==> config.mk <==
export PLATFORM = sky130hd
export DESIGN_NAME = pwd_watchdog
export DESIGN_NICKNAME = d
export VERILOG_FILES = /design/src/inc/pwd_pkg.sv /design/src/logic/pwd_watchdog.sv
export VERILOG_INCLUDE_DIRS = /design/src /design/src/inc
export SDC_FILE = /design/constraint.sdc
export NUM_CORES = 1
export LEC_CHECK = 0
export BUFFER_PORTS_ARGS = -buffer_cell sky130_fd_sc_hd__buf_4
export CAP_MARGIN = 10
export CORE_ASPECT_RATIO = 1.75
export CORE_MARGIN = 4
export CORE_UTILIZATION = 45
export CTS_CLUSTER_SIZE = 16
export DETAILED_ROUTE_END_ITERATION = 7
export GPL_ROUTABILITY_DRIVEN = 0
export PLACE_DENSITY = 0.74
export SYNTH_ARGS = -nofsm -noshare
export SYNTH_HDL_FRONTEND = slang
export SYNTH_SLANG_ARGS = --single-unit
==> constraint.sdc <==
create_clock -name ref_clk -period 3.97 [get_ports ref_clk]
set_input_delay 0.1985 -clock ref_clk [delete_from_list [all_inputs] [get_ports ref_clk]]
set_output_delay 0.1985 -clock ref_clk [all_outputs]
set_load 0.01 [all_outputs]
==> src/inc/pwd_defs.svh <==
`ifndef PWD_DEFS_SVH
`define PWD_DEFS_SVH
// Overview of operation
// RULE1 - Unserviced enabled watchdog forces full system reset
// RULE2 - Lock line gates protected writes with supervisor
// RULE3 - Error raises NMI first, reset after delay
// RULE4 - 16-bit counter, user or fixed reload
// RULE5 - Input clock is system clock /256 or /16384
// RULE6 - Service access is two consecutive timed writes
// RULE7 - First write carries fixed and user password
// RULE8 - Bad password or bad guard bits start reset
// RULE9 - Counter overflow starts the reset sequence
// RULE10 - Disable stops timeout only, protection stays active
// RULE11 - Second unserviced watchdog reset holds until power-on
// RULE12 - Good access reloads counter, clears time-out state

// Register offsets (byte addresses)
`define PWD_OFF_CTRL   8'h00
`define PWD_OFF_STAT   8'h04
`define PWD_OFF_IRQ    8'h08
`define PWD_OFF_MASK   8'h0C

// Control word fields
`define PWD_F_RLD      31:16
`define PWD_F_UPW      15:8
`define PWD_F_FIX      7:1
`define PWD_F_GUARD    3:2
`define PWD_B_SEL      5
`define PWD_B_DIS      4
`define PWD_B_LOCK     0

// Field values and reset values
`define PWD_FIX_PW     7'h5B
`define PWD_GUARD_OK   2'h2
`define PWD_CNT_FIX    16'hFFFC
`define PWD_CNT_MAX    16'hFFFF
`define PWD_RLD_RST    16'h0000
`define PWD_UPW_RST    8'h00
`define PWD_LOCK_RST   1'b0

// Timing counts in ref_clk cycles
`define PWD_DIV_LO     256
`define PWD_DIV_HI     16384
`define PWD_RST_CYC    8'h10
`endif

==> src/inc/pwd_pkg.sv <==
package pwd_pkg;
	typedef enum logic [2:0] {
		PWD_NORMAL,
		PWD_ACCESS,
		PWD_PREWARN,
		PWD_RESET,
		PWD_HOLD
	} pwd_mode_t;

	typedef struct packed {
		logic [7:0]  addr;
		logic [31:0] wdata;
		logic        wr;
		logic        rd;
	} pwd_bus_t;

	typedef struct packed {
		logic warn;
		logic ovf;
		logic acc;
	} pwd_evt_t;
endpackage

==> src/logic/pwd_watchdog.sv <==
// Local design decisions: strobed register access and the register offsets.
`timescale 1ns/10ps
`include "pwd_defs.svh"
module pwd_watchdog
#(
	parameter int DIV_LO = `PWD_DIV_LO,
	parameter int DIV_HI = `PWD_DIV_HI
)
(
	// Clock and reset
	input  wire logic             ref_clk,
	input  wire logic             rst_b,
	input  wire logic             ce,
	// Register port
	input  wire pwd_pkg::pwd_bus_t bus,
	output      logic [31:0]      rdata,
	// CPU state
	input  wire logic             cpu_super,
	// System lines
	output      logic             init_done_lock,
	output      logic             prot_wr_en,
	output      logic             nmi,
	output      logic             sys_rst,
	output      logic             irq
);
	localparam int PW = $clog2(DIV_HI);
	localparam int LW = $clog2(DIV_LO);

	generate
		if (DIV_LO < 2 || DIV_LO > DIV_HI || (1 << LW) != DIV_LO || (1 << PW) != DIV_HI)
		begin : g_bad_div
			$error("pwd_watchdog: dividers must be powers of two, DIV_LO <= DIV_HI");
		end
	endgenerate

	function automatic logic hit(input logic [7:0] a, input logic [7:0] off);
		hit = (a == off);
	endfunction

	pwd_pkg::pwd_mode_t mode_reg;
	pwd_pkg::pwd_mode_t mode_next;
	logic [15:0]        cnt_reg;
	logic [15:0]        cnt_next;
	logic [PW-1:0]      presc_reg;
	logic [PW-1:0]      presc_next;
	logic [15:0]        rld_reg;
	logic [15:0]        rld_next;
	logic [7:0]         upw_reg;
	logic [7:0]         upw_next;
	logic               dis_reg;
	logic               dis_next;
	logic               sel_reg;
	logic               sel_next;
	logic               lock_reg;
	logic               lock_next;
	logic               prior_reg;
	logic               prior_next;
	logic [7:0]         rcnt_reg;
	logic [7:0]         rcnt_next;
	pwd_pkg::pwd_evt_t  stat_reg;
	pwd_pkg::pwd_evt_t  stat_next;
	pwd_pkg::pwd_evt_t  mask_reg;
	pwd_pkg::pwd_evt_t  mask_next;
	logic [31:0]        rdata_reg;
	logic [31:0]        rdata_next;
	logic               irq_reg;
	logic               irq_next;
	logic               nmi_reg;
	logic               nmi_next;
	logic               rst_reg;
	logic               rst_next;
	logic               pwe_reg;
	logic               pwe_next;

	logic              tick;
	logic              wr_ctrl;
	logic              err;
	logic              top;
	pwd_pkg::pwd_evt_t evt;
	pwd_pkg::pwd_evt_t w1c;

	// Both dividers share one prescaler, so switching never stretches a period
	assign tick = sel_reg ? (&presc_reg) : (&presc_reg[LW-1:0]); // RULE5
	assign top  = (cnt_reg == `PWD_CNT_MAX);

	always_comb
	begin
		mode_next  = mode_reg;
		cnt_next   = cnt_reg;
		presc_next = presc_reg + {{(PW-1){1'b0}}, 1'b1};
		rld_next   = rld_reg;
		upw_next   = upw_reg;
		dis_next   = dis_reg;
		sel_next   = sel_reg;
		lock_next  = lock_reg;
		prior_next = prior_reg;
		rcnt_next  = rcnt_reg;
		mask_next  = mask_reg;
		rdata_next = rdata_reg;
		evt        = '0;
		w1c        = '0;
		err        = 1'b0;
		wr_ctrl    = bus.wr && hit(bus.addr, `PWD_OFF_CTRL);
		case (mode_reg)
			pwd_pkg::PWD_NORMAL:
			begin
				if (wr_ctrl)
				begin
					// Password checked even when the timeout is disabled
					if (bus.wdata[`PWD_F_FIX] == `PWD_FIX_PW
						&& bus.wdata[`PWD_F_UPW] == upw_reg) // RULE7 RULE10
					begin
						mode_next  = pwd_pkg::PWD_ACCESS; // RULE6
						cnt_next   = `PWD_CNT_FIX; // RULE4
						presc_next = '0;
					end
					else
					begin
						evt.acc = 1'b1;
						err     = 1'b1; // RULE8
					end
				end
				else if (tick && !dis_reg) // RULE10
				begin
					if (top)
					begin
						evt.ovf = 1'b1;
						err     = 1'b1; // RULE9 RULE1
					end
					else
					begin
						cnt_next = cnt_reg + 16'h0001;
					end
				end
			end
			pwd_pkg::PWD_ACCESS:
			begin
				if (wr_ctrl)
				begin
					if (bus.wdata[`PWD_F_GUARD] == `PWD_GUARD_OK)
					begin
						rld_next   = bus.wdata[`PWD_F_RLD];
						upw_next   = bus.wdata[`PWD_F_UPW];
						sel_next   = bus.wdata[`PWD_B_SEL];
						dis_next   = bus.wdata[`PWD_B_DIS];
						lock_next  = bus.wdata[`PWD_B_LOCK];
						cnt_next   = bus.wdata[`PWD_F_RLD]; // RULE12 RULE4
						presc_next = '0;
						prior_next = 1'b0; // RULE11
						mode_next  = pwd_pkg::PWD_NORMAL; // RULE12
					end
					else
					begin
						evt.acc = 1'b1;
						err     = 1'b1; // RULE8
					end
				end
				else if (tick)
				begin
					// Window between the two writes runs out on overflow
					if (top)
					begin
						evt.ovf = 1'b1;
						err     = 1'b1; // RULE6 RULE9
					end
					else
					begin
						cnt_next = cnt_reg + 16'h0001;
					end
				end
			end
			pwd_pkg::PWD_PREWARN:
			begin
				if (tick)
				begin
					if (top)
					begin
						rcnt_next = 8'h00;
						mode_next = prior_reg ? pwd_pkg::PWD_HOLD
							: pwd_pkg::PWD_RESET; // RULE3 RULE11
					end
					else
					begin
						cnt_next = cnt_reg + 16'h0001;
					end
				end
			end
			pwd_pkg::PWD_RESET:
			begin
				rcnt_next = rcnt_reg + 8'h01;
				if (rcnt_reg == `PWD_RST_CYC - 8'h01)
				begin
					// Block restarts as after power-on but remembers this reset
					mode_next  = pwd_pkg::PWD_NORMAL;
					cnt_next   = `PWD_RLD_RST;
					presc_next = '0;
					rld_next   = `PWD_RLD_RST;
					upw_next   = `PWD_UPW_RST;
					sel_next   = 1'b0;
					dis_next   = 1'b0;
					lock_next  = `PWD_LOCK_RST;
					mask_next  = '0;
					prior_next = 1'b1; // RULE11
				end
			end
			pwd_pkg::PWD_HOLD:
			begin
				mode_next = pwd_pkg::PWD_HOLD; // RULE11
			end
			default:
			begin
				mode_next = pwd_pkg::PWD_NORMAL;
			end
		endcase

		if (err)
		begin
			mode_next  = pwd_pkg::PWD_PREWARN; // RULE3
			cnt_next   = `PWD_CNT_FIX; // RULE4
			presc_next = '0;
			evt.warn   = 1'b1;
		end

		if (bus.wr && hit(bus.addr, `PWD_OFF_IRQ))
		begin
			w1c = pwd_pkg::pwd_evt_t'(bus.wdata[2:0]);
		end
		if (bus.wr && hit(bus.addr, `PWD_OFF_MASK) && mode_reg != pwd_pkg::PWD_RESET)
		begin
			mask_next = pwd_pkg::pwd_evt_t'(bus.wdata[2:0]);
		end
		// New event beats a same-cycle clear
		stat_next = (stat_reg & ~w1c) | evt;
		// Last reset cycle, so status starts clean like after power-on
		if (mode_reg == pwd_pkg::PWD_RESET && rcnt_reg == `PWD_RST_CYC - 8'h01)
		begin
			stat_next = evt;
		end

		if (bus.rd)
		begin
			if (hit(bus.addr, `PWD_OFF_CTRL))
			begin
				rdata_next = {rld_reg, upw_reg, 2'h0, sel_reg, dis_reg,
					`PWD_GUARD_OK, 1'b0, lock_reg};
			end
			else if (hit(bus.addr, `PWD_OFF_STAT))
			begin
				rdata_next = {cnt_reg, 11'h000, prior_reg, 1'b0, mode_reg};
			end
			else if (hit(bus.addr, `PWD_OFF_IRQ))
			begin
				rdata_next = {29'h00000000, stat_reg};
			end
			else if (hit(bus.addr, `PWD_OFF_MASK))
			begin
				rdata_next = {29'h00000000, mask_reg};
			end
			else
			begin
				rdata_next = 32'h00000000;
			end
		end

		irq_next = |(stat_next & mask_next);
		nmi_next = (mode_next == pwd_pkg::PWD_PREWARN); // RULE3
		rst_next = (mode_next == pwd_pkg::PWD_RESET)
			|| (mode_next == pwd_pkg::PWD_HOLD); // RULE1
		pwe_next = cpu_super && !lock_next; // RULE2
	end

	always_ff @(posedge ref_clk or negedge rst_b)
	begin
		if (!rst_b)
		begin
			mode_reg  <= pwd_pkg::PWD_NORMAL;
			cnt_reg   <= `PWD_RLD_RST;
			presc_reg <= '0;
			rld_reg   <= `PWD_RLD_RST;
			upw_reg   <= `PWD_UPW_RST;
			dis_reg   <= 1'b0;
			sel_reg   <= 1'b0;
			lock_reg  <= `PWD_LOCK_RST;
			prior_reg <= 1'b0;
			rcnt_reg  <= 8'h00;
			stat_reg  <= '0;
			mask_reg  <= '0;
			rdata_reg <= 32'h00000000;
			irq_reg   <= 1'b0;
			nmi_reg   <= 1'b0;
			rst_reg   <= 1'b0;
			pwe_reg   <= 1'b0;
		end
		else if (ce)
		begin
			mode_reg  <= mode_next;
			cnt_reg   <= cnt_next;
			presc_reg <= presc_next;
			rld_reg   <= rld_next;
			upw_reg   <= upw_next;
			dis_reg   <= dis_next;
			sel_reg   <= sel_next;
			lock_reg  <= lock_next;
			prior_reg <= prior_next;
			rcnt_reg  <= rcnt_next;
			stat_reg  <= stat_next;
			mask_reg  <= mask_next;
			rdata_reg <= rdata_next;
			irq_reg   <= irq_next;
			nmi_reg   <= nmi_next;
			rst_reg   <= rst_next;
			pwe_reg   <= pwe_next;
		end
	end

	assign rdata          = rdata_reg;
	assign init_done_lock = lock_reg; // RULE2
	assign prot_wr_en     = pwe_reg;
	assign nmi            = nmi_reg;
	assign sys_rst        = rst_reg;
	assign irq            = irq_reg;
endmodule // pwd_watchdog

==> run summary <==
Mapped Cells = 760
Mean number of vias per cell = 6.25
Result of the run = complete, no violations
Flip-flop and latch count after synthesis = 109
Count of flip-flops with a built-in enable after synthesis = 0
Number of flip-flops in the largest register = 30
Remaining max-slew budget at the tightest pin = 0.252
Instance count after placement with tap cells included = 980
Register area share after synthesis = 0.409
Reg-to-reg startpoint = mode_reg[0]
Die width = 100 um
TritonCTS buffer count = 9
Synth cell types = 90
Type of the setup path with the least slack = flip-flop to flip-flop
Source of the worst hold timing path = bus[26]
MaxCap Viol Count = 0
Most area-hungry cell type in the Yosys netlist = sky130_fd_sc_hd__dfrtp_1
Warnings from Yosys = 0
Final hold violations = 0
CTS tree = yes
Prevailing post-synth register cell = sky130_fd_sc_hd__dfrtp_1
Placeable Area = 14,400 um2
Kind of end point of the critical path = flip-flop
Clock-pin slew on the worst setup and hold paths = 0.08 ns
Total DRC errors in the routed layout = 0
Antenna diodes = 0
Initial detailed-routing violation count = 626
Depth of the CTS H-tree = 3
Total length of routed wires = 19,700 um
Leakage component of the power = 3.28 nW
Starting utilization of the core area = 0.462
Number of port buffers = 80
Final count of negative-setup-slack endpoints = 0
Clk sink count = 109
Overall power consumption = 3.58 mW
Final instance area = 7660 um2
Biggest area contributors in the synthesized netlist = sky130_fd_sc_hd__dfrtp_1, sky130_fd_sc_hd__o21ai_0, sky130_fd_sc_hd__nand2_1, sky130_fd_sc_hd__mux2i_1, sky130_fd_sc_hd__a22o_1
Via count of the first global-routing pass = 6,243
Kind of start point of the critical path = flip-flop
Largest buffer count on any clock path = 2
Post-Place Cell Area = 7360 um2
Root buffer cell = sky130_fd_sc_hd__clkbuf_16
Remaining number of nets flagged by the antenna check after routing = 0
Endpoint with the worst hold slack = rld_reg[8]
Total standard cell area after synthesis = 6670 um2
Top-Level Pins = 83
Worst-path fanout max = 55
Worst VDD drop = 0.226 mV
Detailed-route wire length per cell = 19.8 um
Clock latency at the later pin of the worst-skew pair = 0.35 ns
Instance count along the most critical hold path = 3
Setup_tns = 0 ns
Final cycle utilization of the critical path = 0.755
Total number of nets in the final design = 861
Router iterations before antenna repair = 6
Worst reg2reg path depth = 6
Largest net degree at the start of global routing = 56
Mean cell area of the mapped netlist = 8.78 um2
Post-layout instance count excluding filler cells = 997
Overall fraction of global-route tracks in use = 0.235
Worst Tran Pin Value = 1.12 ns
Placement Rows = 58
Synth-to-Final Area Change = 14.8%
Worst R2R End = rld_reg[7]
Height of the chip = 169 um
Layout cell share with drive strength beyond 1 = 0.182
Final Max Slew Viols = 0
Maximum clock frequency = 334 MHz
Initial antenna violation count = 0
Async set-or-reset flop fraction in the synthesized netlist = 1.00
Clock skew after layout = 0.00981 ns
Worst min path class = input port to flip-flop
Congestion Overflow GR = 0
Hpwl dp = 14,500 um
Fin crit period = 3.00 ns
Required time of the critical path = 4.16 ns
Number of vias in the routed layout = 6,232
Cell Pwr Density = 468 nW/um2
Critical Path AT = 3.19 ns
First-pass GRT wire length = 31,900 um
Worst-case register-to-register setup slack = 0.97 ns
Share of the synthesized area in the top cell type = 0.409
Die Footprint = 16,900 um2
Unrepaired setup endpoints after global routing = no
-- critical path, stage by stage, from the launching register on --
cell	delay (ns)
sky130_fd_sc_hd__dfrtp_1	0.96
sky130_fd_sc_hd__nand3b_1	0.19
sky130_fd_sc_hd__buf_4	0.28
sky130_fd_sc_hd__nor3b_1	0.66
sky130_fd_sc_hd__o21ai_4	0.44
sky130_fd_sc_hd__nand2_1	0.18
sky130_fd_sc_hd__o21ai_0	0.09
-- synth_stat cells, drive strengths merged (3+ instances only) --
library cell and n:
nand2 118, dfrtp 109, o21ai 102, nor2 38, a21oi 34, clkbuf 34
nand3 26, nand4 26, buf 21, mux2i 21, a22o 19, nor3 19
inv 16, nor4 15, a31oi 12, xnor2 11, a211oi 10, o211ai 9
and3 8, or3 8, nand2b 7, nor2b 6, a22oi 5, and4 5
or2 5, o311ai 4, or4 4, a211o 3, a32o 3, ha 3
nor3b 3, nor4b 3, o21a 3, o2bb2ai 3
-- placed cells by master (no fill, tap or decap), drive strengths merged, types with 9 or more instances in the layout --
cell and n:
nand2 118, dfrtp 109, o21ai 102, buf 94, nor2 38, a21oi 34, nand3 26, nand4 26
mux2i 21, inv 20, a22o 19, nor3 19, nor4 15, a31oi 12, xnor2 11, clkbuf 10
a211oi 10, o211ai 9
-- cell type report --
cell class | instances | area, um2
Inverter | 17 | 63.8
Clock buffer | 10 | 229
Sequential cell | 109 | 2730
Clock inverter | 6 | 55.1
Tap cell | 180 | 225
Timing Repair Buffer | 95 | 716
Fill cell | 1365 | 6790
Multi-Input combinational cell | 580 | 3640
-- power by group --
group	internal, mW	switching (mW)
Combinational	0.473	0.698
Sequential	1.25	0.280
Clock	0.440	0.440
Total	2.16	1.42
-- layer usage --
layer	global-route usage	vias up	wire [um]
li1	-	2918	-
met1	0.282	2936	7570
met2	0.388	295	9750
met3	0.0326	83	1190
met4	0.152	0	1180
met5	0	-	0
-- repair_timing --
action | in CTS | in global routing
hold endpoints to repair | 16 | 0
buffers inserted | 0 | 0
hold buffers | 1 | 0
resized for setup | 0 | 0
-- how the worst max path moves through the flow --
stage                            from     endpoint  slack, ns  depth (start not counted)
final                     mode_reg[0]   rld_reg[7]       0.97                          6
after global routing      mode_reg[0]   rld_reg[6]       0.68                          6
after CTS                 mode_reg[0]   upw_reg[0]       0.99                          6
after detailed placement  mode_reg[0]   rld_reg[7]        1.0                          6
after global placement        bus[35]  cnt_reg[15]       1.13                          7
after floorplan            cnt_reg[4]   cnt_reg[1]       1.69                          9
-- kinds of logic (layout without fill, tap and decap cells) --
family / after synthesis / after routing / synth area share
xor gates and xnor gates: 12 / 12 / 0.0158
AOI/OAI and AO/OA: 238 / 238 / 0.241
other: 1 / 2 / 0.000562
DFF: 109 / 109 / 0.409
muxes: 24 / 24 / 0.0383
buffers and inverters: 72 / 128 / 0.0482
and+or+nand+nor: 301 / 301 / 0.242
adders and majority gates: 3 / 3 / 0.00563
-- per-stage QoR --
stage | utilization | hold WS (ns) | worst slack [ns]
after detailed placement | 0.510 | 0.0917 | 0.998
after global routing | 0.530 | 0.107 | 0.680
final | 0.530 | 0.101 | 0.972
after floorplan | - | -0.0971 | 1.69
after CTS | 0.530 | 0.0974 | 0.988
after global placement | 0.510 | 0.0881 | 1.13
(Power assumes the default switching activity.)
